## src/ctr_regs.svh

```systemverilog
// Register map, field positions, reset values and response codes for the
// compact timer run control block.
// Assumes a 32-bit AXI4-Lite slave with one register per aligned word.
`ifndef CTR_REGS_SVH
`define CTR_REGS_SVH

// ----------------------------------------------------------------------------
// Byte offsets
// ----------------------------------------------------------------------------
`define CTR_OFS_RUN_CTRL   8'h00
`define CTR_OFS_MODE       8'h04
`define CTR_OFS_CMP_A      8'h08
`define CTR_OFS_CMP_P      8'h0c
`define CTR_OFS_COUNT      8'h10
`define CTR_OFS_STATUS     8'h14

// ----------------------------------------------------------------------------
// Field positions and values
// ----------------------------------------------------------------------------
`define CTR_BIT_PAUSE      7
`define CTR_SEL_HI         6
`define CTR_SEL_LO         4
`define CTR_BIT_ON         3
`define CTR_RUN_CTRL_MASK  8'hf8
`define CTR_BIT_CMP_MODE   0
`define CTR_BIT_INIT_LVL   1
`define CTR_SEL_SYS_DIV4   3'h0
`define CTR_SEL_SYS        3'h1
`define CTR_SEL_HIGH_DIV16 3'h2
`define CTR_SEL_HIGH_DIV64 3'h3
`define CTR_SEL_TIMEBASE   3'h4
`define CTR_SEL_HIGH_DIV8  3'h5
`define CTR_SEL_EXT_RISE   3'h6
`define CTR_SEL_EXT_FALL   3'h7

// ----------------------------------------------------------------------------
// Reset values and responses
// ----------------------------------------------------------------------------
`define CTR_RST_RUN_CTRL   8'h00
`define CTR_RST_COUNT      16'h0000
`define CTR_COUNT_MAX      16'hffff
`define CTR_RESP_OKAY      2'h0
`define CTR_RESP_SLVERR    2'h2

`endif

```

## src/ctr_pkg.sv

```systemverilog
// Types for the compact timer run control block.
// Assumes ctr_regs.svh holds the numeric constants.
package ctr_pkg;

    // ------------------------------------------------------------------------
    // Whole state of the timer, registered once per clock
    // ------------------------------------------------------------------------
    typedef struct packed {
        logic [7:0]  run_ctrl;       // Pause, clock select, on bit
        logic        cmp_mode;       // Compare match output mode
        logic        init_lvl;       // Output initial level
        logic [15:0] cmp_a;          // Full-width comparator
        logic [7:0]  cmp_p;          // High-byte comparator
        logic [15:0] count;          // Core up-counter
        logic [5:0]  presc;          // Internal clock divider
        logic        ext_s1;         // Synchroniser stage one
        logic        ext_s2;         // Synchroniser stage two
        logic        ext_s3;         // Previous synchronised level
        logic        pin;            // Timer output pin level
        logic        ovf_evt;        // Overflow event pulse
        logic        cmpa_evt;       // Comparator A event pulse
        logic        cmpp_evt;       // Comparator P event pulse
        logic        aw_got;         // Write address held
        logic        w_got;          // Write data held
        logic [7:0]  aw_addr;        // Held write address
        logic [31:0] w_data;         // Held write data
        logic [3:0]  w_strb;         // Held write strobes
        logic        bvalid;         // Write response pending
        logic [1:0]  bresp;          // Write response code
        logic        rvalid;         // Read data pending
        logic [31:0] rdata;          // Read data
        logic [1:0]  rresp;          // Read response code
    } ctr_state_type;

endpackage

```

## src/ctr_timer.sv

```systemverilog
// Compact timer run control: 16-bit count-up counter with pause,
// on/off, count clock selection, compare match clearing and output pin.
// Assumes one clock (aclk), synchronous active-low reset and an
// AXI4-Lite master that follows the usual valid/ready handshakes.
`timescale 1ns/1ps
`include "ctr_regs.svh"

module ctr_timer
    import ctr_pkg::*;
(
    // Clock and reset
    input  wire logic        aclk,
    input  wire logic        aresetn,
    // AXI4-Lite write address
    input  wire logic        s_axi_awvalid,
    output logic             s_axi_awready,
    input  wire logic [7:0]  s_axi_awaddr,
    // AXI4-Lite write data
    input  wire logic        s_axi_wvalid,
    output logic             s_axi_wready,
    input  wire logic [31:0] s_axi_wdata,
    input  wire logic [3:0]  s_axi_wstrb,
    // AXI4-Lite write response
    output logic             s_axi_bvalid,
    input  wire logic        s_axi_bready,
    output logic [1:0]       s_axi_bresp,
    // AXI4-Lite read address
    input  wire logic        s_axi_arvalid,
    output logic             s_axi_arready,
    input  wire logic [7:0]  s_axi_araddr,
    // AXI4-Lite read data
    output logic             s_axi_rvalid,
    input  wire logic        s_axi_rready,
    output logic [31:0]      s_axi_rdata,
    output logic [1:0]       s_axi_rresp,
    // Count clock sources
    input  wire logic        timebase_clock,
    input  wire logic        ext_count_input,
    // Timer outputs
    output logic             timer_output_pin,
    output logic             overflow_event,
    output logic             match_a_event,
    output logic             match_p_event
);

    // ------------------------------------------------------------------------
    // State registers
    // ------------------------------------------------------------------------
    ctr_state_type s_q;
    ctr_state_type s_d;

    // ------------------------------------------------------------------------
    // Combinational helpers
    // ------------------------------------------------------------------------
    logic [2:0]  clk_sel;
    logic        is_on;
    logic        is_paused;
    logic        tick;
    logic        ext_rise;
    logic        ext_fall;
    logic        do_write;
    logic        wr_hit;
    logic        new_on;
    logic        turn_on;
    logic        advance;
    logic        at_max;
    logic        hit_a;
    logic        hit_p;
    logic [31:0] rd_word;
    logic        rd_hit;

    // Control field decode
    assign clk_sel   = s_q.run_ctrl[`CTR_SEL_HI:`CTR_SEL_LO];
    assign is_on     = s_q.run_ctrl[`CTR_BIT_ON];
    assign is_paused = s_q.run_ctrl[`CTR_BIT_PAUSE];

    // Edges of the synchronised external input
    assign ext_rise = s_q.ext_s2 & ~s_q.ext_s3;
    assign ext_fall = ~s_q.ext_s2 & s_q.ext_s3;

    // ------------------------------------------------------------------------
    // Count clock selection
    // ------------------------------------------------------------------------
    // The high-speed clock is taken as the system clock; every source but
    // timebase_clock, which is used directly as a level, becomes a one-cycle tick on aclk.
    always_comb begin
        unique case (clk_sel)
            `CTR_SEL_SYS_DIV4:   tick = (s_q.presc[1:0] == 2'h3);
            `CTR_SEL_SYS:        tick = 1'b1;
            `CTR_SEL_HIGH_DIV16: tick = (s_q.presc[3:0] == 4'hf);
            `CTR_SEL_HIGH_DIV64: tick = (s_q.presc[5:0] == 6'h3f);
            `CTR_SEL_TIMEBASE:   tick = timebase_clock;
            `CTR_SEL_HIGH_DIV8:  tick = (s_q.presc[2:0] == 3'h7);
            `CTR_SEL_EXT_RISE:   tick = ext_rise;
            `CTR_SEL_EXT_FALL:   tick = ext_fall;
        endcase
    end

    // ------------------------------------------------------------------------
    // Comparators
    // ------------------------------------------------------------------------
    // Overflow at all ones, A on full match, P on high byte at period end
    assign at_max = (s_q.count == `CTR_COUNT_MAX);
    assign hit_a  = (s_q.count == s_q.cmp_a);
    assign hit_p  = (s_q.count[15:8] == s_q.cmp_p) & (s_q.count[7:0] == 8'hff);

    // Counter advances only when on, not paused, and a tick arrives
    assign advance = is_on & ~is_paused & tick;

    // ------------------------------------------------------------------------
    // Register write decode
    // ------------------------------------------------------------------------
    assign do_write = s_q.aw_got & s_q.w_got & ~s_q.bvalid;
    assign wr_hit   = (s_q.aw_addr == `CTR_OFS_RUN_CTRL) & s_q.w_strb[0];
    assign new_on   = s_q.w_data[`CTR_BIT_ON];
    assign turn_on  = do_write & wr_hit & new_on & ~is_on;

    // ------------------------------------------------------------------------
    // Read mux
    // ------------------------------------------------------------------------
    always_comb begin
        rd_word = 32'h0000_0000;
        rd_hit  = 1'b1;
        unique case (s_axi_araddr)
            `CTR_OFS_RUN_CTRL: begin
                rd_word[7:0] = s_q.run_ctrl & `CTR_RUN_CTRL_MASK;
            end
            `CTR_OFS_MODE: begin
                rd_word[`CTR_BIT_CMP_MODE] = s_q.cmp_mode;
                rd_word[`CTR_BIT_INIT_LVL] = s_q.init_lvl;
            end
            `CTR_OFS_CMP_A: begin
                rd_word[15:0] = s_q.cmp_a;
            end
            `CTR_OFS_CMP_P: begin
                rd_word[7:0] = s_q.cmp_p;
            end
            `CTR_OFS_COUNT: begin
                rd_word[15:0] = s_q.count;
            end
            `CTR_OFS_STATUS: begin
                rd_word[0] = s_q.pin;
                rd_word[1] = s_q.ext_s2;
                rd_word[2] = is_on & ~is_paused;
            end
            default: begin
                rd_hit = 1'b0;
            end
        endcase
    end

    // ------------------------------------------------------------------------
    // Next state
    // ------------------------------------------------------------------------
    always_comb begin
        s_d = s_q;

        // External input synchroniser, stage one feeds only stage two
        s_d.ext_s1 = ext_count_input;
        s_d.ext_s2 = s_q.ext_s1;
        s_d.ext_s3 = s_q.ext_s2;

        // Divider runs only while the timer is on, saving power when off
        if (is_on) begin
            s_d.presc = s_q.presc + 6'h01;
        end else begin
            s_d.presc = 6'h00;
        end

        // Events are one-cycle pulses
        s_d.ovf_evt  = 1'b0;
        s_d.cmpa_evt = 1'b0;
        s_d.cmpp_evt = 1'b0;

        // Counting; pause and off both just hold the value
        if (advance) begin
            if (at_max | hit_a | hit_p) begin
                s_d.count = `CTR_RST_COUNT;
            end else begin
                s_d.count = s_q.count + 16'h0001;
            end
            s_d.ovf_evt  = at_max;
            s_d.cmpa_evt = hit_a;
            s_d.cmpp_evt = hit_p;
            if (hit_a & s_q.cmp_mode) begin
                s_d.pin = ~s_q.pin;
            end
        end

        // Write address channel
        if (s_axi_awvalid & s_axi_awready) begin
            s_d.aw_got  = 1'b1;
            s_d.aw_addr = s_axi_awaddr;
        end

        // Write data channel
        if (s_axi_wvalid & s_axi_wready) begin
            s_d.w_got  = 1'b1;
            s_d.w_data = s_axi_wdata;
            s_d.w_strb = s_axi_wstrb;
        end

        // Register update once both halves are held
        if (do_write) begin
            s_d.aw_got = 1'b0;
            s_d.w_got  = 1'b0;
            s_d.bvalid = 1'b1;
            s_d.bresp  = `CTR_RESP_OKAY;
            unique case (s_q.aw_addr)
                `CTR_OFS_RUN_CTRL: begin
                    if (s_q.w_strb[0]) begin
                        // Low bits stored as zero
                        s_d.run_ctrl = s_q.w_data[7:0] & `CTR_RUN_CTRL_MASK;
                    end
                end
                `CTR_OFS_MODE: begin
                    if (s_q.w_strb[0]) begin
                        s_d.cmp_mode = s_q.w_data[`CTR_BIT_CMP_MODE];
                        s_d.init_lvl = s_q.w_data[`CTR_BIT_INIT_LVL];
                    end
                end
                `CTR_OFS_CMP_A: begin
                    if (s_q.w_strb[0]) begin
                        s_d.cmp_a[7:0] = s_q.w_data[7:0];
                    end
                    if (s_q.w_strb[1]) begin
                        s_d.cmp_a[15:8] = s_q.w_data[15:8];
                    end
                end
                `CTR_OFS_CMP_P: begin
                    if (s_q.w_strb[0]) begin
                        s_d.cmp_p = s_q.w_data[7:0];
                    end
                end
                `CTR_OFS_COUNT,
                `CTR_OFS_STATUS: begin
                    // Read-only, write ignored
                end
                default: begin
                    s_d.bresp = `CTR_RESP_SLVERR;
                end
            endcase
        end

        // Switching on clears the counter and, in compare output mode, restores the pin
        if (turn_on) begin
            s_d.count = `CTR_RST_COUNT;
            s_d.presc = 6'h00;
            if (s_q.cmp_mode) begin
                s_d.pin = s_q.init_lvl;
            end
        end

        // Write response retires on handshake
        if (s_q.bvalid & s_axi_bready) begin
            s_d.bvalid = 1'b0;
        end

        // Read: take address, answer next cycle
        if (s_q.rvalid & s_axi_rready) begin
            s_d.rvalid = 1'b0;
        end
        if (s_axi_arvalid & s_axi_arready) begin
            s_d.rvalid = 1'b1;
            s_d.rdata  = rd_word;
            s_d.rresp  = rd_hit ? `CTR_RESP_OKAY : `CTR_RESP_SLVERR;
        end
    end

    // ------------------------------------------------------------------------
    // State register
    // ------------------------------------------------------------------------
    always_ff @(posedge aclk) begin
        if (!aresetn) begin
            s_q          <= '0;
            s_q.run_ctrl <= `CTR_RST_RUN_CTRL;
            s_q.count    <= `CTR_RST_COUNT;
        end else begin
            s_q <= s_d;
        end
    end

    // ------------------------------------------------------------------------
    // Outputs
    // ------------------------------------------------------------------------
    // Handshake readies are combinational on held state
    assign s_axi_awready = ~s_q.aw_got & ~s_q.bvalid;
    assign s_axi_wready  = ~s_q.w_got & ~s_q.bvalid;
    assign s_axi_arready = ~s_q.rvalid;

    // Responses and data straight from flip-flops
    assign s_axi_bvalid  = s_q.bvalid;
    assign s_axi_bresp   = s_q.bresp;
    assign s_axi_rvalid  = s_q.rvalid;
    assign s_axi_rdata   = s_q.rdata;
    assign s_axi_rresp   = s_q.rresp;

    // Timer pin and event pulses
    assign timer_output_pin = s_q.pin;
    assign overflow_event   = s_q.ovf_evt;
    assign match_a_event    = s_q.cmpa_evt;
    assign match_p_event    = s_q.cmpp_evt;

endmodule

```

## config.mk

```make
export PLATFORM = sky130hd
export DESIGN_NAME = ctr_timer
export DESIGN_NICKNAME = d
export VERILOG_FILES = /design/src/ctr_pkg.sv /design/src/ctr_timer.sv
export VERILOG_INCLUDE_DIRS = /design/src
export SDC_FILE = /design/constraint.sdc
export NUM_CORES = 1
export LEC_CHECK = 0
export BUFFER_PORTS_ARGS = -buffer_cell sky130_fd_sc_hd__buf_2
export CELL_PAD_IN_SITES_DETAIL_PLACEMENT = 0
export CELL_PAD_IN_SITES_GLOBAL_PLACEMENT = 1
export CORE_UTILIZATION = 44
export DETAILED_ROUTE_END_ITERATION = 16
export GPL_ROUTABILITY_DRIVEN = 0
export GPL_TIMING_DRIVEN = 0
export PLACE_DENSITY = 0.92
export SLEW_MARGIN = 10
export SYNTH_ARGS = -nofsm -noshare
export SYNTH_HDL_FRONTEND = slang
export SYNTH_SLANG_ARGS = --single-unit
```

## constraint.sdc

```tcl
create_clock -name aclk -period 5.25 [get_ports aclk]
set_input_delay 1.05 -clock aclk [delete_from_list [all_inputs] [get_ports aclk]]
set_output_delay 1.05 -clock aclk [all_outputs]
set_load 0.005 [all_outputs]
```

==> results.cfg <==
[grt]
track_usage = 0.2236
antenna_found_initial = 0
grt_pass1_vias = 4227
grt_max_degree = 20
grt_overflow_total = 0
grt_pass1_wl_mm = 20.44

[setup_path]
critPathCaptureType = register
critical_path_required_ns = 5.48
cp.arrival_ns = 2.74
path_class = register to register
cp-start-kind = register
critPathMaxFanout = 10

[cts]
cts_buffers = 9
clockRootBuffer = clkbuf_16
clkSinkCount = 108
post_cts_buffers = 0
cts-htree-levels = 3
clk_pin_slew_ns = 0.08
ctsResizeCount = 0
clock_latency_ns = 0.36
cts_tree = built
cts_buffer_depth = 2
holdBufCountCts = 0

[route]
drtIter0Drc = 227
num_vias = 4538
drc = 0
wl_mm = 12.56
wl_per_cell_um = 14.99
firstDrtPassIters = 7
ant_nets = 0
vias_per_cell = 5.415

[floorplanning]
core_um2 = 11030
fp-row-count = 38
boundaryPins = 106
dieArea_um2 = 11970
initial_utilization = 0.4603
die_w_um = 109.4
die_y_um = 109.4

[sta]
setup_viol = 0
holdWs_ns = 0.4474
final.setup_skew_ns = 0.01275
maxSlewViolCount = 0
worst_pin_slew_ns = 0.6413
max_slew_margin = 0.5716
tns_ns = 0
finalHoldViolations = 0
fin_crit_sh = 0.4783
min_period_ns = 2.511
timing.final.ws_setup_ns = 2.739
rsz0062_at_grt = no
fmax_ghz = 0.3982

[outcome]
status = finished clean

[hold_path]
worst_hold_path_type = register to register

[cells_and_area]
drive_gt1_frac = 0.2106
fin_nets = 757
antennaDiodeCount = 0
area.growth.synth_to_final_pct = 17.57

[synthesis]
synth_edf_count = 0
async_flop_share = 0
ys_types = 56
ys_warn_count = 0
synth_top_cell_by_area = dfxtp_1
ys.flop_type = dfxtp_1
synth-seq-cells = 108
synth_top_cell_area_share = 0.4258
seq_area_frac_synth = 0.4258
synth_area_leaders = dfxtp_1, nand2_1, buf_4
netlist_area_um2 = 5077
syn_inst = 598
avgSynthCellArea_um2 = 8.491

[placed_design]
port_buffers = 67
dp_hpwl_mm = 9.493
dp_slack_ns = 2.431

[job]
cap_violations = 0

[power_and_ir_drop]
ir_drop_v = 0.0002208
p_leak_nw = 2.501
powerDensity_nw_per_um2 = 287.7
[cell families after synthesis]
family / count (synthesis) / synth area share
XOR/XNOR: 31 / 0.05347
AND/OR/NAND/NOR: 219 / 0.2164
multiplexers: 22 / 0.04436
buffers and inverters: 76 / 0.08674
flip-flops: 108 / 0.4258
adder cells (fa/ha/maj): 3 / 0.007394
AO/OA/AOI/OAI: 138 / 0.1651
other: 1 / 0.0007386
[worst paths after layout]
path,cells past startpoint,startpoint,slack [ns],end
hold / removal,1,s_d[89]$_SDFF_PN0_,0.45,s_d[88]$_SDFF_PN0_
setup reg to reg,7,s_q[109]$_SDFFE_PP0N_,2.74,s_q[106]$_SDFFE_PP0N_
hold reg to reg,1,s_d[89]$_SDFF_PN0_,0.45,s_d[88]$_SDFF_PN0_
setup / recovery,7,s_q[109]$_SDFFE_PP0N_,2.74,s_q[106]$_SDFFE_PP0N_
[critical path, cell delays in order (launching register included)]
cell	delay (ns)
dfxtp_1	0.31
clkbuf_1	0.30
xor2_1	0.13
nor4_1	0.36
nand4_1	0.33
a31oi_1	0.54
buf_2	0.34
a211oi_1	0.07
[synth_stat cells (2+ instances only)]
library cell	instances
a211oi_1	13
a21oi_1	51
a221oi_1	8
a222oi_1	5
a22o_1	5
a31oi_1	3
and2_1	6
and3_1	4
and3b_1	2
buf_1	2
buf_2	10
buf_4	36
clkbuf_1	19
dfxtp_1	108
ha_1	3
inv_1	7
mux2_2	4
mux2i_1	18
nand2_1	87
nand2b_1	3
nand3_1	19
nand3b_1	2
nand4_1	11
nor2_1	42
nor2b_1	3
nor3_1	7
nor4_1	6
o21ai_0	45
o31ai_1	2
or3_1	11
or4_1	2
xor2_1	30
[layout by cell type, fill, tap and decap left out, types with 3 or more instances in the layout]
| master | instances |
|---|---|
| a211oi_1 | 13 |
| nor4_1 | 6 |
| mux2i_1 | 18 |
| mux2_2 | 4 |
| buf_4 | 36 |
| nand4_1 | 11 |
| o21ai_0 | 45 |
| and3_1 | 4 |
| xor2_1 | 30 |
| inv_1 | 7 |
| nor3_1 | 7 |
| or3_1 | 11 |
| clkbuf_1 | 19 |
| nor2_1 | 42 |
| a21oi_1 | 51 |
| clkbuf_16 | 9 |
| ha_1 | 3 |
| buf_2 | 77 |
| a221oi_1 | 8 |
| a222oi_1 | 5 |
| a31oi_1 | 3 |
| nand3_1 | 19 |
| nor2b_1 | 3 |
| conb_1 | 18 |
| nand2b_1 | 3 |
| dfxtp_1 | 108 |
| and2_1 | 6 |
| a22o_1 | 5 |
| nand2_1 | 87 |
[metrics by stage]
stage                       util  area, um^2  instances  total power (W)
after floorplan                -        5141        615        0.0009632
after global placement    0.5124        5652        822         0.001012
after detailed placement  0.5124        5652        822         0.001016
after CTS                 0.5412        5969        838         0.001723
after global routing      0.5412        5969        838         0.001771
final                     0.5412        5969        838         0.001717
[sequential cells by signal (all words and copies together) (netlist names), named ones only]
name            count
s_q                76
s_axi_rdata        16
clk_sel             3
s_d                 2
is_on               1
is_paused           1
match_a_event       1
match_p_event       1
new_on              1
overflow_event      1
s_axi_bresp         1
s_axi_bvalid        1
s_axi_rresp         1
s_axi_rvalid        1
[per-layer routing]
| metal | part of all wire | GRT usage |
|---|---|---|
| met2 | 0.47 | 0.3715 |
| met5 | 0 | 0 |
| met1 | 0.44 | 0.2795 |
| met4 | 0.033 | 0.1019 |
| met3 | 0.060 | 0.04386 |
[layout make-up]
cell class                      count  area, um^2
Tap cell                          140       175.2
Timing Repair Buffer               67       335.3
Clock inverter                      6       78.83
Inverter                            8       30.03
Buffer                             68       410.4
Fill cell                        1029        5061
Clock buffer                       10       239.0
Sequential cell                   108        2162
Multi-Input combinational cell    431        2539
[where the power goes]
group / leakage, nW / total, W / internal, W / switching, W
clock: 0.157 / 0.000720 / 0.000393 / 0.000327
combinational: 1.47 / 0.000134 / 0.0000606 / 0.0000737
sequential: 0.877 / 0.000863 / 0.000842 / 0.0000207
(Power assumes the default switching activity.)
